===== config.mk =====
export PLATFORM = sky130hd
export DESIGN_NAME = pvs_control
export DESIGN_NICKNAME = d
export VERILOG_FILES = /design/src/rtl/pvs_pkg.sv /design/src/rtl/pvs_sar.sv /design/src/rtl/pvs_control.sv
export SDC_FILE = /design/constraint.sdc
export NUM_CORES = 1
export LEC_CHECK = 0
export ABC_CLOCK_PERIOD_IN_PS = 5700
export BUFFER_PORTS_ARGS = -buffer_cell sky130_fd_sc_hd__buf_2
export CAP_MARGIN = 20
export CORE_ASPECT_RATIO = 0.5
export CORE_UTILIZATION = 55
export DETAILED_ROUTE_END_ITERATION = 8
export HOLD_SLACK_MARGIN = 0.15
export PLACE_DENSITY_LB_ADDON = 0.08
export SKIP_LAST_GASP = 1
export SLEW_MARGIN = 20
export SYNTH_ARGS = -nofsm -noshare
export SYNTH_HDL_FRONTEND = slang
export SYNTH_SLANG_ARGS = --single-unit
export TNS_END_PERCENT = 100

===== constraint.sdc =====
create_clock -name clk -period 5.7 [get_ports clk]
set_clock_uncertainty 0.2 [all_clocks]
set_input_delay 0.285 -clock clk [delete_from_list [all_inputs] [get_ports clk]]
set_output_delay 0.285 -clock clk [all_outputs]
set_load 0.01 [all_outputs]

===== src/rtl/pvs_pkg.sv =====
// ****************************************************************
// pin volume converter constants and types
// ****************************************************************
package pvs_pkg;

  // ****************************************************************
  // register map
  // ****************************************************************
  localparam logic [7:0] PVS_CTRL_OFS = 8'h74;  // converter control
  localparam logic [7:0] PVS_GAIN_OFS = 8'h75;  // gain readback
  localparam logic [7:0] PVS_CTRL_RST = 8'h00;  // control reset value
  localparam logic [7:0] PVS_RD_ZERO  = 8'h00;  // unmapped read answer

  // ****************************************************************
  // gain code limits
  // ****************************************************************
  localparam logic [6:0] PVS_GAIN_RST  = 7'h00;  // 18 dB after reset
  localparam logic [6:0] PVS_GAIN_MAX  = 7'h7E;  // lowest legal gain
  localparam logic [6:0] PVS_GAIN_RSVD = 7'h7F;  // reserved code
  localparam logic [6:0] PVS_SAR_MSB   = 7'h40;  // first trial bit

  // ****************************************************************
  // conversion timing
  // ****************************************************************
  localparam longint PVS_MCLK_HZ         = 12000000;  // reference master clock
  localparam longint PVS_BASE_RATE_MILHZ = 15625;     // slowest rate, millihertz
  localparam int     PVS_CONV_TICKS_DFLT = int'((PVS_MCLK_HZ * 1000) / PVS_BASE_RATE_MILHZ);

  // ****************************************************************
  // control register layout
  // ****************************************************************
  typedef struct packed {
    logic       volFromPin;  // 1: gain from pin, converter powered
    logic       clkSelMclk;  // 1: master clock, 0: rc oscillator
    logic [1:0] hyst;        // hysteresis in code steps
    logic       rsvd;        // reserved, held as written
    logic [2:0] rate;        // throughput, doubles per step
  } pvs_ctrl_t;

  typedef enum logic [0:0] {
    PVS_IDLE,
    PVS_CONV
  } pvs_sar_state_t;

endpackage : pvs_pkg


===== src/rtl/pvs_sar.sv =====
// ****************************************************************
// 7-bit successive approximation sequencer
// ****************************************************************
module pvs_sar
  import pvs_pkg::*;
(
  // clock and reset
  input  wire logic       clk,
  input  wire logic       rst_b,
  // control
  input  wire logic       powerUp,
  input  wire logic       start,
  // comparator from analogue side
  input  wire logic       compHigh,
  // trial code and result
  output logic [6:0]      trial,
  output logic [6:0]      result,
  output logic            done,
  output logic            busy
);

  pvs_sar_state_t state, next_state;
  logic [6:0]     mask, next_mask;
  logic [6:0]     next_trial, next_result;
  logic           next_done;

  // one bit decided per clock, msb first
  always_comb begin
    next_state  = state;
    next_mask   = mask;
    next_trial  = trial;
    next_result = result;
    next_done   = 1'b0;
    case (state)
      PVS_IDLE: begin
        if (powerUp && start) begin
          next_state = PVS_CONV;
          next_mask  = PVS_SAR_MSB;
          next_trial = PVS_SAR_MSB;
        end
      end
      PVS_CONV: begin
        if (!compHigh) begin
          next_trial = trial & ~mask;  // pin below trial, drop bit
        end
        if (mask[0]) begin
          next_state  = PVS_IDLE;
          next_result = next_trial;
          next_done   = 1'b1;
        end else begin
          next_trial = next_trial | (mask >> 1);
          next_mask  = mask >> 1;
        end
        if (!powerUp) begin
          next_state = PVS_IDLE;  // powered down mid conversion
          next_done  = 1'b0;
        end
      end
      default: next_state = PVS_IDLE;
    endcase
  end

  // state registers
  always_ff @(posedge clk) begin
    if (!rst_b) begin
      state  <= PVS_IDLE;
      mask   <= 7'h00;
      trial  <= 7'h00;
      result <= 7'h00;
      done   <= 1'b0;
      busy   <= 1'b0;
    end else begin
      state  <= next_state;
      mask   <= next_mask;
      trial  <= next_trial;
      result <= next_result;
      done   <= next_done;
      busy   <= (next_state == PVS_CONV);
    end
  end
endmodule : pvs_sar


===== src/rtl/pvs_control.sv =====
// Summary of operation
// - volume source bit 0: register volume, converter held powered down
// - clock select bit picks rc oscillator at 0, master clock at 1
// - hysteresis field: none, plus or minus one, two or three codes
// - throughput field halves the conversion period per step from code 000
// - on the rc oscillator the same divider scales with its frequency
// - read-only 7-bit gain code, 0 is 18 dB, half dB steps
// - from code 5B steps are 1 dB, code 7F is reserved
module pvs_control
  import pvs_pkg::*;
#(
  parameter logic [19:0] CONV_BASE_TICKS = 20'(PVS_CONV_TICKS_DFLT)
) (
  // clock and reset
  input  wire logic       clk,
  input  wire logic       rst_b,
  // register port
  input  wire logic [7:0] regAddr,
  input  wire logic       regWr,
  input  wire logic [7:0] regWrData,
  input  wire logic       regRd,
  output logic [7:0]      regRdData,
  // converter timing and analogue side
  input  wire logic       rcTick,
  input  wire logic       compHigh,
  output logic [6:0]      sarTrial,
  output logic            adcPowerUp,
  output logic            adcClkMclk,
  // playback gain
  output logic [6:0]      pinGain,
  output logic            pinVolumeSel
);

  // ****************************************************************
  // state
  // ****************************************************************
  pvs_ctrl_t   ctrl, next_ctrl;
  logic [19:0] tickCnt, next_tickCnt;
  logic        convStart, next_convStart;
  logic [6:0]  next_pinGain;
  logic [7:0]  next_regRdData;
  logic        next_adcPowerUp, next_adcClkMclk, next_pinVolumeSel;

  // combinational helpers
  logic [19:0] ratePeriod;
  logic        srcTick;
  logic [6:0]  sarResult, newCode, diffAbs, hystAmt;
  logic        sarDone, sarBusy;

  // ****************************************************************
  // converter sequencer
  // ****************************************************************
  pvs_sar u_sar (
    .clk      (clk),
    .rst_b    (rst_b),
    .powerUp  (ctrl.volFromPin),
    .start    (convStart),
    .compHigh (compHigh),
    .trial    (sarTrial),
    .result   (sarResult),
    .done     (sarDone),
    .busy     (sarBusy)
  );

  // ****************************************************************
  // helpers
  // ****************************************************************
  always_comb begin
    srcTick    = ctrl.clkSelMclk | rcTick;
    ratePeriod = CONV_BASE_TICKS >> ctrl.rate;
    newCode    = (sarResult == PVS_GAIN_RSVD) ? PVS_GAIN_MAX : sarResult;
    diffAbs    = (newCode >= pinGain) ? 7'(newCode - pinGain) : 7'(pinGain - newCode);
    hystAmt    = {5'h00, ctrl.hyst};
  end

  // ****************************************************************
  // next values
  // ****************************************************************
  always_comb begin
    next_ctrl      = ctrl;
    next_tickCnt   = tickCnt;
    next_convStart = 1'b0;
    next_pinGain   = pinGain;
    next_regRdData = regRdData;
    // register writes; gain readback ignores writes
    if (regWr && regAddr == PVS_CTRL_OFS) begin
      next_ctrl = pvs_ctrl_t'(regWrData);
    end
    // register reads, unmapped reads give zero
    if (regRd) begin
      case (regAddr)
        PVS_CTRL_OFS: next_regRdData = ctrl;
        PVS_GAIN_OFS: next_regRdData = {1'b0, pinGain};
        default:      next_regRdData = PVS_RD_ZERO;
      endcase
    end
    // no conversions while register volume is used
    if (!ctrl.volFromPin) begin
      next_tickCnt = 20'h00000;
    // rc ticks or master clock advance the divider
    end else if (srcTick) begin
      if (tickCnt >= ratePeriod - 20'h00001) begin
        next_tickCnt   = 20'h00000;
        next_convStart = 1'b1;
      end else begin
        next_tickCnt = tickCnt + 20'h00001;
      end
    end
    // update only beyond the hysteresis window
    if (sarDone && ctrl.volFromPin && diffAbs > hystAmt) begin
      next_pinGain = newCode;
    end
    next_adcPowerUp   = next_ctrl.volFromPin;
    next_pinVolumeSel = next_ctrl.volFromPin;
    next_adcClkMclk   = next_ctrl.clkSelMclk;
  end

  // ****************************************************************
  // registers
  // ****************************************************************
  always_ff @(posedge clk) begin
    if (!rst_b) begin
      ctrl         <= pvs_ctrl_t'(PVS_CTRL_RST);
      tickCnt      <= 20'h00000;
      convStart    <= 1'b0;
      pinGain      <= PVS_GAIN_RST;
      regRdData    <= PVS_RD_ZERO;
      adcPowerUp   <= 1'b0;
      adcClkMclk   <= 1'b0;
      pinVolumeSel <= 1'b0;
    end else begin
      ctrl         <= next_ctrl;
      tickCnt      <= next_tickCnt;
      convStart    <= next_convStart;
      pinGain      <= next_pinGain;
      regRdData    <= next_regRdData;
      adcPowerUp   <= next_adcPowerUp;
      adcClkMclk   <= next_adcClkMclk;
      pinVolumeSel <= next_pinVolumeSel;
    end
  end
endmodule : pvs_control


==> flow_results.org <==
** Route
- Number of nets still failing antenna checks after routing :: 0
- In the routed design, unresolved DRC markers number 0.
- Routed vias :: 3442
- First-iteration detailed-routing DRC count :: 145
- The final layout contains routed wiring with a total length of 8.70 mm.
- Post-DR wirelength/cell :: 13.7 um
- Vias/cell :: 5.42
- The first TritonRoute pass finished after 4 iterations.

** Floorplanning
- DIE HEIGHT :: 61.6 um
- The core region is 6780 um^2.
- Pin placement for this block handled 47 I/O pins.
- For this configuration, the core starts out at a cell density of 0.576.
- Num rows :: 21
- The die covers 7460 um^2.
- Floorplan die width :: 121 um

** CTS
- After clock tree synthesis, the clock-pin slew on the worst setup and hold paths is 50 ps.
- Cts repair resizes :: 0
- The H-tree was split into 3 levels.
- The cell sitting at the root of the clock tree is a clkbuf_16.
- Postcts setup bufs :: 0
- Maximum clock insertion buffer count :: 2
- Number of buffers added by the clock tree synthesis step :: 9
- CTS saw 67 sinks.
- The later pin in the worst-skew pair is clocked with a latency of 330 ps.
- TritonCTS built the clock tree.

** Setup path
- The critical path is of the register to register type.
- Reg-to-reg critical path startpoint :: u_sar.result[4]$_SDFFE_PN0P_
- Along the worst path, the maximum fanout reaches 7.
- STA classifies the critical path endpoint as a register.
- Crit path from :: u_sar.result[4]$_SDFFE_PN0P_
- Launching element type of the critical path :: register
- CP arrival :: 4230 ps
- Required time reported for the critical path endpoint :: 5700 ps

** Cells and area
- Registers take 1340 um^2.
- Post-synthesis to final-layout area growth :: 16.3%
- Area of combinational cells with multiple inputs :: 2360 um^2
- 0 antenna diodes ended up in the layout.
- Post-layout nets :: 595
- After filler insertion, the fill cell instance count of the layout stands at 604.
- In the final layout, the share of cells above drive strength 1 is 0.129.

** Placed design
- At the end of routability-driven placement, the weighted congestion stood at 0.934.
- Timing analysis after detailed placement gives a worst setup slack of 1570 ps.
- Buffers placed on the I/O ports in this run total 46.
- Detailed placement ended at an HPWL of 6.33 mm.

** Run
- Reported max-cap violation count :: 0

** Logic synthesis
- Number of synthesized register bits :: 67
- Synthesis handed over a netlist of 492 instances.
- Synth async-reset ratio :: 0
- By area the synthesized netlist is led by dfxtp_1 (34%), ha_1 (10%), nor2_1 (8.7%).
- Most numerous cell in the Yosys netlist :: nor2_1
- Yosys mapped the design onto 49 distinct sky130hd cell types.
- Cell taking the most area after synthesis :: dfxtp_1
- Yosys warns :: 0
- Mapped cell area :: 3900 um^2
- In this run, synthesis inferred 0 flip-flops with an integrated enable.
- Dividing the synthesized area by the synthesized cell count gives 7.94 um^2.
- The share of synthesized area in the top cell type comes to 0.343.
- Most common library cells after synthesis :: nor2_1 (90), dfxtp_1 (67), a21oi_1 (45)
- The most used flip-flop cell after synthesis is dfxtp_1.
- Mapped Nets :: 548
- The share of the Yosys chip area taken by registers is 0.343.

** Global route
- For this run the aggregate overflow at the end of global routing stands at 0.
- Global-route wire length before repair :: 14.0 mm
- Pin count of the biggest net entering global routing :: 26
- Via count of the first global-routing pass :: 3024
- The number of antenna violations at the first check in global routing was 0.
- In the global route stage, overall resource usage came out at 0.243.

** STA
- Time the worst path needs with I/O delays and setup :: 4230 ps
- Setup repair after global routing left no endpoint under its margin.
- Final Setup Violations :: 0
- The number of endpoints with negative hold slack in the final report came to 0.
- Final critical-path setup slack :: 1470 ps
- Of the available clock period, the critical path in the final layout requires 0.742.
- Relative slew margins :: 0.448
- At the pin with the least slew margin, the transition time is 822 ps.
- Max Fclk :: 237 MHz
- The max-slew violation count was 0.
- Accumulated negative setup slack :: 0 ps

** Power and ir drop
- Leak :: 1.93 nW
- Post-layout total power :: 0.00101 W
- Worst vdd rail ir drop :: 0.142 mV
- In this run the power density over the cells is 222 nW/um^2.

** Run status
- The run finished with clean final reports.

** Worst hold path
- In this run the most critical hold path is launched from compHigh.
- The tightest min-delay check is of the input port to register type.
[metal layers]
layer	wire length (um)	share of wire	global-route usage	vias to the layer above
met5	0	0	0	-
met2	3970	0.46	0.417	58
met4	62	0.0071	0.0776	0
li1	-	-	-	1783
met3	347	0.040	0.0472	6
met1	4320	0.50	0.315	1595
[what timing repair did]
item	CTS	global route
setup endpoints to repair	0	0
hold buffers	10	0
hold endpoints to repair	13	0
[logic make-up after synthesis]
group / after synthesis / synth area share
adders and majority gates: 34 / 0.113
buffers and inverters: 50 / 0.0532
DFF: 67 / 0.343
and+or+nand+nor: 193 / 0.228
muxes: 16 / 0.0423
AOI/OAI and AO/OA: 108 / 0.166
xor gates and xnor gates: 24 / 0.0538
[critical path, cell delays in order (launching register included)]
cell and delay (ps):
dfxtp_1 420, nand4_1 130, o31ai_1 290, inv_1 110, ha_1 320, nor2b_1 50, o21ai_0 160, nand4_1 110
a21oi_1 350, nor2_1 70, a21oi_1 150, ha_1 260, nor2b_1 130, o21ai_1 170, nand4_1 100, a2111oi_1 480
a31oi_1 360, nand3_1 180, a21oi_1 70
[report_power, final]
part	total, W	switching [W]	internal [W]
clock	0.000515	0.000189	0.000326
sequential	0.000469	0.000000133	0.000469
combinational	0.0000254	0.0000129	0.0000125
[flip-flops by register name, indices dropped and copies added (netlist names)]
signal	count
pinGain	7
u_sar.mask	7
ctrl	8
u_sar.trial	7
convStart	1
tickCnt	20
u_sar.state	1
u_sar.done	1
u_sar.result	7
regRdData	8
[stage by stage]
step,hold WS [ps],utilization,cells,area [um^2]
2_1_floorplan,203,-,492,3910
3_3_place_gp,264,0.614,610,4160
3_5_place_dp,268,0.614,610,4160
4_1_cts,204,0.670,635,4540
5_1_grt,232,0.670,635,4540
6_report,222,0.670,635,4540
[layout make-up]
type | count | area share
multi-input combinational | 375 | 0.519
sequential | 67 | 0.295
timing repair buffer | 58 | 0.0760
clock buffer | 13 | 0.0595
tap | 92 | 0.0253
inverter | 28 | 0.0231
clock inverter | 2 | 0.00220
[cells in the final DEF (no fill, tap or decap), drive strengths merged, types with 3 or more instances in the layout]
cell / count
ha: 32
and3: 5
nand3: 21
nand2b: 8
o21ai: 31
mux2i: 15
nor3: 3
nand4: 11
nor2: 90
buf: 48
xnor2: 7
a22oi: 8
nor2b: 7
xor2: 17
nand2: 34
clkbuf: 13
clkinv: 3
nor3b: 4
dfxtp: 67
inv: 27
a211oi: 3
a21o: 7
a21oi: 45
dlygate4sd3: 10
[path summary, 6_finish.rpt]
kind	to	slack [ps]	cells after the start
setup / recovery	pinGain[4]$_SDFFE_PN0P_	1470	18
hold / removal	u_sar.trial[6]$_SDFFE_PN0P_	220	5
setup reg to reg	pinGain[4]$_SDFFE_PN0P_	1470	18
hold reg to reg	u_sar.trial[4]$_SDFFE_PN0P_	280	2
No activity file was read; power rests on OpenSTA's default activity.
